$ cat config.mk
export PLATFORM = sky130hd
export DESIGN_NAME = std_timer
export DESIGN_NICKNAME = d
export VERILOG_FILES = /design/src/design/tmr_pkg.sv /design/src/design/edge_if.sv /design/src/design/pin_edge.sv /design/src/design/std_timer.sv
export SDC_FILE = /design/constraint.sdc
export NUM_CORES = 1
export LEC_CHECK = 0
export ABC_CLOCK_PERIOD_IN_PS = 2870
export BUFFER_PORTS_ARGS = -buffer_cell sky130_fd_sc_hd__buf_2
export CAP_MARGIN = 5
export CORE_ASPECT_RATIO = 0.8
export CORE_MARGIN = 2
export CORE_UTILIZATION = 51
export DETAILED_ROUTE_END_ITERATION = 7
export HOLD_SLACK_MARGIN = 0.15
export PLACE_DENSITY = 0.73
export SYNTH_ARGS = -nofsm -noshare
export SYNTH_HDL_FRONTEND = slang
export SYNTH_HIERARCHICAL = 1
export SYNTH_SLANG_ARGS = --single-unit
$ cat constraint.sdc
create_clock -name mclk -period 2.87 [get_ports mclk]
set_input_delay 0 -clock mclk [delete_from_list [all_inputs] [get_ports mclk]]
set_output_delay 0 -clock mclk [all_outputs]
set_load 0.01 [all_outputs]
$ cat src/design/tmr_pkg.sv
package tmr_pkg;
    // =========================================================
    // Register map
    localparam int          ADDR_W     = 8;
    localparam logic [7:0]  OFF_CTRL0  = 8'h00;
    localparam logic [7:0]  OFF_CTRL1  = 8'h04;
    localparam logic [7:0]  OFF_COUNT  = 8'h08;
    localparam logic [7:0]  OFF_CMPA   = 8'h0c;
    localparam logic [7:0]  OFF_CMPP   = 8'h10;
    localparam logic [7:0]  OFF_STATUS = 8'h14;

    // =========================================================
    // Field positions
    localparam int ON_BIT   = 3;
    localparam int CKS_LSB  = 4;
    localparam int MODE_LSB = 6;
    localparam int FN_LSB   = 4;
    localparam int OC_BIT   = 3;
    localparam int POL_BIT  = 2;
    localparam int SWAP_BIT = 1;
    localparam int CLR_BIT  = 0;
    localparam int ST_PIN   = 0;
    localparam int ST_ON    = 1;

    // =========================================================
    // Reset values
    localparam logic [2:0]  CKS_RST  = 3'h0;
    localparam logic [7:0]  CTRL_RST = 8'h00;
    localparam logic [15:0] CMPA_RST = 16'h0000;
    localparam logic [7:0]  CMPP_RST = 8'h00;

    // =========================================================
    // Modes and pin functions
    typedef enum logic [1:0] {
        MODE_CMP = 2'h0,
        MODE_CAP = 2'h1,
        MODE_PWM = 2'h2,
        MODE_TMR = 2'h3
    } mode_t;

    localparam logic [1:0] FN_INACT = 2'h0;
    localparam logic [1:0] FN_ACT   = 2'h1;
    localparam logic [1:0] FN_PWM   = 2'h2;
    localparam logic [1:0] FN_SP    = 2'h3;
    localparam logic [1:0] FN_RISE  = 2'h0;
    localparam logic [1:0] FN_FALL  = 2'h1;
    localparam logic [1:0] FN_BOTH  = 2'h2;
    localparam logic [1:0] FN_NOCAP = 2'h3;

    // =========================================================
    // Timer clock selection
    localparam logic [2:0] CKS_DIV4  = 3'h0;
    localparam logic [2:0] CKS_DIV1  = 3'h1;
    localparam logic [2:0] CKS_DIV16 = 3'h2;
    localparam logic [2:0] CKS_DIV64 = 3'h3;
    localparam logic [2:0] CKS_EXT_R = 3'h6;
    localparam logic [2:0] CKS_EXT_F = 3'h7;
    localparam logic [5:0] PRE_M4    = 6'h03;
    localparam logic [5:0] PRE_M16   = 6'h0f;
    localparam logic [5:0] PRE_M64   = 6'h3f;

    // =========================================================
    // Counter constants
    localparam logic [7:0]  LOW_ALL1   = 8'hff;
    localparam logic [7:0]  LOW_ZERO   = 8'h00;
    localparam logic [7:0]  P_ONE      = 8'h01;
    localparam logic [15:0] CNT_ONE    = 16'h0001;
    localparam logic [15:0] CNT_ZERO   = 16'h0000;
    localparam logic [16:0] SPAN_MAX   = 17'h10000;
    localparam logic [7:0]  CMPP_ZERO  = 8'h00;
endpackage : tmr_pkg

$ cat src/design/edge_if.sv
`timescale 1ns/10ps
interface edge_if;
    logic rise;
    logic fall;
    modport det (output rise, output fall);
    modport use_side (input rise, input fall);
endinterface : edge_if

$ cat src/design/pin_edge.sv
`timescale 1ns/10ps
module pin_edge (
    input  wire logic mclk,
    input  wire logic arst_n,
    input  wire logic din,
    edge_if.det       ev
);
    logic din_reg;

    // =========================================================
    // Previous level of the pin
    always_ff @(posedge mclk or negedge arst_n) begin
        if (!arst_n) begin
            din_reg <= 1'b0;
        end else begin
            din_reg <= din;
        end
    end

    assign ev.rise = din & ~din_reg;
    assign ev.fall = ~din & din_reg;
endmodule : pin_edge

$ cat src/design/std_timer.sv
`timescale 1ns/10ps
// Notes on behaviour
// - Period compare_p_value times 256, zero gives 65536
// - Duty at or over period gives full
// - Swap: period from compare_a_value, duty compare_p_value*256
// - Clear starts period; forced levels keep running
// - Clear source select ignored in PWM
// - Counter-on rise starts counter and pulse
// - Single pulse external clock pin edge sets counter-on
// - Compare A match or software ends pulse
// - Single pulse compare A raises request
// - Single pulse counter zeroes only on start
// - Capture mode 01, started by counter-on rise
// - Active capture edge copies counter, raises request
// - Capture counter runs until counter-on falls
// - Capture compare P clears counter, raises request
// - Pin function 11 disables capture only
// - Capture mode has no output function
// - Compare P matches compare_p_value - 1 in the upper byte with the low byte all ones
// - Initial level picks sense, invert flips pin
module std_timer
    import tmr_pkg::*;
(
    input  wire logic              mclk,
    input  wire logic              arst_n,
    input  wire logic              psel,
    input  wire logic              penable,
    input  wire logic              pwrite,
    input  wire logic [ADDR_W-1:0] paddr,
    input  wire logic [31:0]       pwdata,
    output logic      [31:0]       prdata,
    output logic                   pready,
    output logic                   pslverr,
    input  wire logic              external_timer_clock_pin,
    input  wire logic              capture_input_pin,
    output logic                   timer_output_pin,
    output logic                   timer_output_pin_oe,
    output logic                   irq_cmp_a,
    output logic                   irq_cmp_p
);
    // =========================================================
    // Registers
    logic [2:0]  cks_reg;
    logic        counter_on_bit;
    logic        on_next;
    logic        on_rise;
    mode_t       mode_reg;
    logic [1:0]  pin_function_field;
    logic        output_initial_level;
    logic        output_invert;
    logic        period_duty_swap;
    logic        clear_source_select;
    logic [15:0] cnt_reg;
    logic [15:0] compare_a_value;
    logic [7:0]  compare_p_value;
    logic [5:0]  pre_reg;
    logic [31:0] prdata_reg;
    logic        out_reg;
    logic        oe_reg;
    logic        irq_a_reg;
    logic        irq_p_reg;

    edge_if ck_ev ();
    edge_if cap_ev ();

    pin_edge u_ck_edge (
        .mclk   (mclk),
        .arst_n (arst_n),
        .din    (external_timer_clock_pin),
        .ev     (ck_ev.det)
    );

    pin_edge u_cap_edge (
        .mclk   (mclk),
        .arst_n (arst_n),
        .din    (capture_input_pin),
        .ev     (cap_ev.det)
    );

    // =========================================================
    // APB slave
    logic wr_acc;
    logic rd_setup;
    logic mapped;
    logic [31:0] rd_mux;

    assign wr_acc   = psel & penable & pwrite;
    assign rd_setup = psel & ~penable & ~pwrite;
    assign mapped   = (paddr == OFF_CTRL0) || (paddr == OFF_CTRL1) ||
                      (paddr == OFF_COUNT) || (paddr == OFF_CMPA) ||
                      (paddr == OFF_CMPP) || (paddr == OFF_STATUS);
    assign pready   = 1'b1;
    assign pslverr  = psel & penable & ~mapped;
    assign prdata   = prdata_reg;

    always_comb begin
        rd_mux = '0;
        unique case (paddr)
            OFF_CTRL0: begin
                rd_mux[CKS_LSB +: 3] = cks_reg;
                rd_mux[ON_BIT]       = counter_on_bit;
            end
            OFF_CTRL1: begin
                rd_mux[MODE_LSB +: 2] = mode_reg;
                rd_mux[FN_LSB +: 2]   = pin_function_field;
                rd_mux[OC_BIT]        = output_initial_level;
                rd_mux[POL_BIT]       = output_invert;
                rd_mux[SWAP_BIT]      = period_duty_swap;
                rd_mux[CLR_BIT]       = clear_source_select;
            end
            OFF_COUNT:  rd_mux[15:0] = cnt_reg;
            OFF_CMPA:   rd_mux[15:0] = compare_a_value;
            OFF_CMPP:   rd_mux[7:0]  = compare_p_value;
            OFF_STATUS: begin
                rd_mux[ST_PIN] = out_reg;
                rd_mux[ST_ON]  = counter_on_bit;
            end
            default:    rd_mux = '0;
        endcase
    end

    always_ff @(posedge mclk or negedge arst_n) begin
        if (!arst_n) begin
            prdata_reg <= '0;
        end else if (rd_setup) begin
            prdata_reg <= rd_mux;
        end
    end

    always_ff @(posedge mclk or negedge arst_n) begin
        if (!arst_n) begin
            cks_reg              <= CKS_RST;
            mode_reg             <= MODE_CMP;
            pin_function_field   <= CTRL_RST[FN_LSB +: 2];
            output_initial_level <= CTRL_RST[OC_BIT];
            output_invert        <= CTRL_RST[POL_BIT];
            period_duty_swap     <= CTRL_RST[SWAP_BIT];
            clear_source_select  <= CTRL_RST[CLR_BIT];
            compare_p_value      <= CMPP_RST;
        end else if (wr_acc) begin
            if (paddr == OFF_CTRL0) begin
                cks_reg <= pwdata[CKS_LSB +: 3];
            end
            if (paddr == OFF_CTRL1) begin
                mode_reg             <= mode_t'(pwdata[MODE_LSB +: 2]);
                pin_function_field   <= pwdata[FN_LSB +: 2];
                output_initial_level <= pwdata[OC_BIT];
                output_invert        <= pwdata[POL_BIT];
                period_duty_swap     <= pwdata[SWAP_BIT];
                clear_source_select  <= pwdata[CLR_BIT];
            end
            if (paddr == OFF_CMPP) begin
                compare_p_value <= pwdata[7:0];
            end
        end
    end

    // =========================================================
    // Timer clock enable
    logic tick;
    logic ext_edge;

    assign ext_edge = (cks_reg == CKS_EXT_F) ? ck_ev.fall : ck_ev.rise;

    always_ff @(posedge mclk or negedge arst_n) begin
        if (!arst_n) begin
            pre_reg <= '0;
        end else begin
            pre_reg <= pre_reg + 6'h01;
        end
    end

    always_comb begin
        unique case (cks_reg)
            CKS_DIV4:  tick = (pre_reg & PRE_M4) == PRE_M4;
            CKS_DIV1:  tick = 1'b1;
            CKS_DIV16: tick = (pre_reg & PRE_M16) == PRE_M16;
            CKS_EXT_R: tick = ck_ev.rise;
            CKS_EXT_F: tick = ck_ev.fall;
            default:   tick = pre_reg == PRE_M64;
        endcase
    end

    // =========================================================
    // Comparators
    logic        is_pwm;
    logic        is_sp;
    logic        is_cap;
    logic        p_last;
    logic        a_last;
    logic [16:0] p_span;
    logic        a_hit;
    logic        p_hit;
    logic        cnt_clear;

    assign is_pwm = (mode_reg == MODE_PWM) && (pin_function_field != FN_SP);
    assign is_sp  = (mode_reg == MODE_PWM) &&
                    (pin_function_field == FN_SP);
    assign is_cap = mode_reg == MODE_CAP;
    // Compare P matches upper byte compare_p_value - 1 with the low byte all ones
    assign p_last = cnt_reg == {compare_p_value - P_ONE, LOW_ALL1};
    assign p_span = (compare_p_value == CMPP_ZERO) ? SPAN_MAX :
                    {1'b0, compare_p_value, LOW_ZERO};
    assign a_last = cnt_reg == compare_a_value - CNT_ONE;
    assign a_hit  = counter_on_bit & tick & a_last;
    assign p_hit  = counter_on_bit & tick & p_last;

    always_comb begin
        if (is_pwm) begin
            cnt_clear = period_duty_swap ? a_last : p_last;
        end else if (is_sp) begin
            cnt_clear = 1'b0;
        end else if (is_cap) begin
            cnt_clear = p_last;
        end else begin
            cnt_clear = clear_source_select ? a_last : p_last;
        end
    end

    // =========================================================
    // Counter-on bit
    always_comb begin
        on_next = counter_on_bit;
        if (wr_acc && paddr == OFF_CTRL0) begin
            on_next = pwdata[ON_BIT];
        end
        if (is_sp && ext_edge && !counter_on_bit) begin
            on_next = 1'b1;
        end
        if (is_sp && a_hit) begin
            on_next = 1'b0;
        end
    end

    assign on_rise = on_next & ~counter_on_bit;

    always_ff @(posedge mclk or negedge arst_n) begin
        if (!arst_n) begin
            counter_on_bit <= CTRL_RST[ON_BIT];
        end else begin
            counter_on_bit <= on_next;
        end
    end

    // =========================================================
    // Counter
    always_ff @(posedge mclk or negedge arst_n) begin
        if (!arst_n) begin
            cnt_reg <= CNT_ZERO;
        end else if (on_rise) begin
            cnt_reg <= CNT_ZERO;
        end else if (counter_on_bit && tick) begin
            // Runs on whatever the capture pin does
            cnt_reg <= cnt_clear ? CNT_ZERO :
                       cnt_reg + CNT_ONE;
        end
    end

    // =========================================================
    // Capture
    logic cap_fire;
    logic cap_sel;

    always_comb begin
        unique case (pin_function_field)
            FN_RISE: cap_sel = cap_ev.rise;
            FN_FALL: cap_sel = cap_ev.fall;
            FN_BOTH: cap_sel = cap_ev.rise | cap_ev.fall;
            FN_NOCAP: cap_sel = 1'b0;
        endcase
    end

    assign cap_fire = cap_sel & is_cap & counter_on_bit;

    always_ff @(posedge mclk or negedge arst_n) begin
        if (!arst_n) begin
            compare_a_value <= CMPA_RST;
        end else if (cap_fire) begin
            compare_a_value <= cnt_reg;
        end else if (wr_acc && paddr == OFF_CMPA) begin
            compare_a_value <= pwdata[15:0];
        end
    end

    // =========================================================
    // Compare requests
    always_ff @(posedge mclk or negedge arst_n) begin
        if (!arst_n) begin
            irq_a_reg <= 1'b0;
            irq_p_reg <= 1'b0;
        end else begin
            irq_a_reg <= is_cap ? cap_fire : a_hit;
            irq_p_reg <= p_hit & ~is_sp;
        end
    end

    assign irq_cmp_a = irq_a_reg;
    assign irq_cmp_p = irq_p_reg;

    // =========================================================
    // Output pin
    logic duty_act;
    logic act;
    logic act_lvl;

    always_comb begin
        if (period_duty_swap) begin
            duty_act = {1'b0, cnt_reg} < p_span;
        end else begin
            duty_act = (cnt_reg < compare_a_value) ||
                       ({1'b0, compare_a_value} >= p_span);
        end
        unique case (pin_function_field)
            FN_INACT: act = 1'b0;
            FN_ACT:   act = 1'b1;
            FN_PWM:   act = duty_act;
            FN_SP:    act = counter_on_bit;
        endcase
    end

    assign act_lvl = output_initial_level ^ output_invert;

    always_ff @(posedge mclk or negedge arst_n) begin
        if (!arst_n) begin
            out_reg <= 1'b0;
            oe_reg  <= 1'b0;
        end else if (mode_reg == MODE_PWM) begin
            out_reg <= act ? act_lvl : ~act_lvl;
            oe_reg  <= 1'b1;
        end else begin
            out_reg <= 1'b0;
            oe_reg  <= 1'b0;
        end
    end

    assign timer_output_pin    = out_reg;
    assign timer_output_pin_oe = oe_reg;

    logic full_duty;
    assign full_duty = is_pwm && !period_duty_swap &&
                       pin_function_field == FN_PWM &&
                       {1'b0, compare_a_value} >= p_span;
endmodule : std_timer

==> insert_results.sql <==
INSERT INTO impl_metrics (metric_group, metric, value, unit) VALUES
('status', 'result_of_the_run', 'completed', ''),
('logic_synthesis', 'synthesis.yosys.warnings', '6', ''),
('floorplan', 'die-width', '121.7', 'microns'),
('sta', 'slew_viol_final', '0', ''),
('global_routing', 'globalRouteTotalUtil', '26.96', '%'),
('clock_tree', 'cts_h_tree_depth', '3', ''),
('global_routing', 'grt_first_pass_wirelength', '25.23', 'mm'),
('routing', 'drt.antenna.violating_nets', '0', ''),
('sta', 'max_clock_freq', '366.7', 'MHz'),
('sta', 'max-slew-margin-rel', '33.54', '%'),
('worst_setup_path', 'worst_ep_arrival_time', '2960', 'ps'),
('routing', 'num_vias', '5023', ''),
('layout', 'postLayoutCellArea', '6688', 'sq um'),
('layout', 'final_nets', '784', ''),
('layout', 'antennaDiodeCount', '0', ''),
('routing', 'wl', '15.40', 'mm'),
('worst_setup_path', 'rr_endpoint', 'cnt_reg[11]$_DFFE_PN0P_', ''),
('sta', 'timing.final.crit_period', '2727', 'ps'),
('place', 'placed_cell_area', '6131', 'sq um'),
('sta', 'worst-slew-pin-transition', '996.9', 'ps'),
('sta', 'fin_ws', '143.0', 'ps'),
('power', 'vdd_ir_drop_max', '0.3253', 'mV'),
('logic_synthesis', 'post_synth_main_area_contributors', 'sky130_fd_sc_hd__dfrtp_1 35%, sky130_fd_sc_hd__ha_1 7.8%, sky130_fd_sc_hd__mux2i_1 5.7%, sky130_fd_sc_hd__xor2_1 4.0%, sky130_fd_sc_hd__a21oi_1 4.0%', ''),
('floorplan', 'die_area', '11940', 'sq um'),
('routing', 'routed_vias_inst', '5.902', ''),
('place', 'detailedPlacementHpwl', '11.15', 'mm'),
('layout', 'drive_gt1_share', '20.23', '%'),
('clock_tree', 'cts-root-to-sink-buffers', '2', ''),
('logic_synthesis', 'async_flop_share', '100.0', '%'),
('logic_synthesis', 'post_synth_inst_count', '621', ''),
('sta', 'setup-violations-final', '0', ''),
('sta', 'finalHoldViolCount', '0', ''),
('logic_synthesis', 'yosys.area.top_type_share', '35.45', '%'),
('logic_synthesis', 'yosys_register_bits', '80', ''),
('routing', 'drt_first_pass_iters', '5', ''),
('global_routing', 'grt_remaining_overflow', '0', ''),
('floorplan', 'floorplan.initialDensity', '52.06', '%'),
('logic_synthesis', 'synth_top_area_cell', 'sky130_fd_sc_hd__dfrtp_1', ''),
('floorplan', 'floorplan.core_area', '10850', 'sq um'),
('routing', 'routed_wirelength_normalized_by_instance_count', '18.09', 'microns'),
('hold_path', 'hold_path.class', 'input port to register', ''),
('global_routing', 'maximum_number_of_pins_on_one_net_before_global_route_repair', '81', ''),
('routing', 'drt-initial-drc-count', '508', ''),
('sta', 'fin_skew', '8.651', 'ps'),
('logic_synthesis', 'synthFlopType', 'sky130_fd_sc_hd__dfrtp_1', ''),
('flow_run', 'cap_viol_max_count', '0', ''),
('place', 'gp_routability_congestion', '0.9548', ''),
('floorplan', 'design.portCount', '85', ''),
('hold_path', 'timing.hold.worst_path_depth', '6', ''),
('floorplan', 'fp-row-count', '34', ''),
('clock_tree', 'cts.sinks', '80', ''),
('layout', 'syn2layout_area_growth', '18.41', '%'),
('power', 'power_per_cell_area', '412.7', 'nW/um^2'),
('worst_setup_path', 'setup.worst_path.start_class', 'register', ''),
('place', 'count_of_input_and_output_buffers', '51', ''),
('clock_tree', 'clock_tree_from_tritoncts', 'built', ''),
('global_routing', 'grt_pass1_vias', '4981', ''),
('hold_path', 'holdPathEnd', 'prdata[4]$_DFFE_PN0P_', ''),
('worst_setup_path', 'required', '3100', 'ps'),
('hold_path', 'worstHoldStart', 'paddr[6]', ''),
('floorplan', 'die_height', '98.13', 'microns'),
('sta', 'final_min_period_over_clock_period', '95.02', '%'),
('power', 'p_leak', '0.003320', 'uW'),
('logic_synthesis', 'yosys.cell_types.count', '61', ''),
('clock_tree', 'cts_buffers', '9', ''),
('clock_tree', 'clkSlewWorstSetupHoldPaths', '70', 'ps'),
('logic_synthesis', 'synth_enable_flop_cells', '0', ''),
('worst_setup_path', 'crit_type', 'register to register', ''),
('worst_setup_path', 'rrSetupSlack', '140', 'ps'),
('layout', 'stdcell_count', '851', ''),
('routing', 'drc', '0', '');
==> report_power, final <==
part | switching (uW) | internal, uW
Sequential | 26.4 | 1150
Combinational | 205 | 157
Clock | 527 | 696
==> cell type report <==
class                           instances  area (sq um)
Clock inverter                          7         86.33
Fill cell                             918          4160
Tap cell                              144         180.2
Timing Repair Buffer                  107         738.2
Clock buffer                            9         225.2
Sequential cell                        80          2003
Multi-Input combinational cell        473          3338
Inverter                               31         116.4
==> synth_stat cells (3+ instances only) <==
| master | n |
|---|---|
| sky130_fd_sc_hd__a21o_1 | 7 |
| sky130_fd_sc_hd__a21oi_1 | 45 |
| sky130_fd_sc_hd__a221oi_1 | 6 |
| sky130_fd_sc_hd__a31oi_1 | 9 |
| sky130_fd_sc_hd__and3_1 | 3 |
| sky130_fd_sc_hd__and4_1 | 3 |
| sky130_fd_sc_hd__buf_2 | 3 |
| sky130_fd_sc_hd__buf_4 | 17 |
| sky130_fd_sc_hd__clkbuf_1 | 29 |
| sky130_fd_sc_hd__dfrtp_1 | 80 |
| sky130_fd_sc_hd__ha_1 | 35 |
| sky130_fd_sc_hd__inv_1 | 31 |
| sky130_fd_sc_hd__mux2_2 | 20 |
| sky130_fd_sc_hd__mux2i_1 | 32 |
| sky130_fd_sc_hd__nand2_1 | 43 |
| sky130_fd_sc_hd__nand2b_1 | 8 |
| sky130_fd_sc_hd__nand3_1 | 18 |
| sky130_fd_sc_hd__nand3b_1 | 3 |
| sky130_fd_sc_hd__nand4_1 | 9 |
| sky130_fd_sc_hd__nor2_1 | 52 |
| sky130_fd_sc_hd__nor2b_1 | 8 |
| sky130_fd_sc_hd__nor3_1 | 19 |
| sky130_fd_sc_hd__nor3b_1 | 3 |
| sky130_fd_sc_hd__nor4_1 | 3 |
| sky130_fd_sc_hd__o211ai_1 | 5 |
| sky130_fd_sc_hd__o21a_1 | 3 |
| sky130_fd_sc_hd__o21ai_0 | 18 |
| sky130_fd_sc_hd__o22ai_1 | 6 |
| sky130_fd_sc_hd__o31ai_1 | 11 |
| sky130_fd_sc_hd__or3_1 | 4 |
| sky130_fd_sc_hd__xnor2_1 | 24 |
| sky130_fd_sc_hd__xor2_1 | 26 |
==> worst max-delay path: stages, from the launching register on <==
cell                       delay (ps)
sky130_fd_sc_hd__dfrtp_1          470
sky130_fd_sc_hd__buf_4            190
sky130_fd_sc_hd__nor4_4           360
sky130_fd_sc_hd__xnor2_1          110
sky130_fd_sc_hd__or4_1            410
sky130_fd_sc_hd__a31oi_1          240
sky130_fd_sc_hd__nand4_2          210
sky130_fd_sc_hd__o311ai_4         390
sky130_fd_sc_hd__buf_12           180
sky130_fd_sc_hd__nor2_1            50
==> routing by layer <==
layer  track usage [%]  up-vias  share of wire [%]
met1             37.19     2446                 45
met4             7.958        0                1.9
li1                  -     2335                  -
met2             43.65      209                 46
met5                 0        -                  0
met3             4.614       33                6.4
==> logic make-up (layout without fill, tap and decap cells) <==
group / Yosys count / in the layout / synth area share (%)
AOI/OAI and AO/OA: 125 / 125 / 14.31
xor gates and xnor gates: 50 / 50 / 7.754
adders and majority gates: 35 / 35 / 7.754
buffers and inverters: 83 / 154 / 6.978
DFF: 80 / 80 / 35.45
muxes: 52 / 52 / 9.659
other: 2 / 17 / 0.1330
and+or+nand+nor: 194 / 194 / 17.97
==> timing repair <==
item	CTS	global route
setup buffers	2	0
endpoints found under the setup margin	13	18
gates resized for setup	1	5
hold endpoints to repair	118	0
hold buffers	19	0
pin swaps	1	0
==> worst max path at each step <==
stage	startpoint	endpoint	slack, ps	depth (start not counted)
finish	compare_a_value[3]$_DFFE_PN0P_	cnt_reg[11]$_DFFE_PN0P_	140	9
global route	compare_a_value[0]$_DFFE_PN0P_	cnt_reg[14]$_DFFE_PN0P_	-1	10
CTS	compare_a_value[0]$_DFFE_PN0P_	cnt_reg[15]$_DFFE_PN0P_	40	10
detailed placement	compare_a_value[0]$_DFFE_PN0P_	cnt_reg[8]$_DFFE_PN0P_	-80	9
global placement	compare_a_value[0]$_DFFE_PN0P_	cnt_reg[9]$_DFFE_PN0P_	70	9
floorplan	compare_a_value[0]$_DFFE_PN0P_	cnt_reg[14]$_DFFE_PN0P_	240	10
==> per-stage QoR <==
stage / setup TNS (ps) / util (%) / hold WS (ps)
5_1_grt: -2.006 / 61.65 / 316.2
4_1_cts: 0 / 61.44 / 268.7
3_3_place_gp: 0 / 56.52 / 129.6
2_1_floorplan: 0 / - / -295.6
6_report: 0 / 61.65 / 284.1
3_5_place_dp: -669.8 / 56.52 / 132.8
==> placed cells by master (no fill, tap or decap), types with 4 or more instances in the layout <==
master / count
sky130_fd_sc_hd__mux2i_1: 32
sky130_fd_sc_hd__clkbuf_16: 9
sky130_fd_sc_hd__nor2b_1: 7
sky130_fd_sc_hd__a21o_1: 7
sky130_fd_sc_hd__a221oi_1: 6
sky130_fd_sc_hd__a21oi_1: 45
sky130_fd_sc_hd__buf_4: 37
sky130_fd_sc_hd__dfrtp_1: 79
sky130_fd_sc_hd__dlygate4sd3_1: 19
sky130_fd_sc_hd__o31ai_1: 11
sky130_fd_sc_hd__nand3_1: 18
sky130_fd_sc_hd__inv_1: 31
sky130_fd_sc_hd__o22ai_1: 6
sky130_fd_sc_hd__buf_2: 50
sky130_fd_sc_hd__nand2_1: 43
sky130_fd_sc_hd__nor2_1: 52
sky130_fd_sc_hd__nand2b_1: 8
sky130_fd_sc_hd__o21ai_0: 17
sky130_fd_sc_hd__mux2_2: 20
sky130_fd_sc_hd__o211ai_1: 5
sky130_fd_sc_hd__conb_1: 17
sky130_fd_sc_hd__a31oi_1: 9
sky130_fd_sc_hd__nor3_1: 18
sky130_fd_sc_hd__or3_1: 4
sky130_fd_sc_hd__xor2_1: 26
sky130_fd_sc_hd__nand4_1: 9
sky130_fd_sc_hd__ha_1: 35
sky130_fd_sc_hd__xnor2_1: 24
Power figures use the tool's default switching activity.
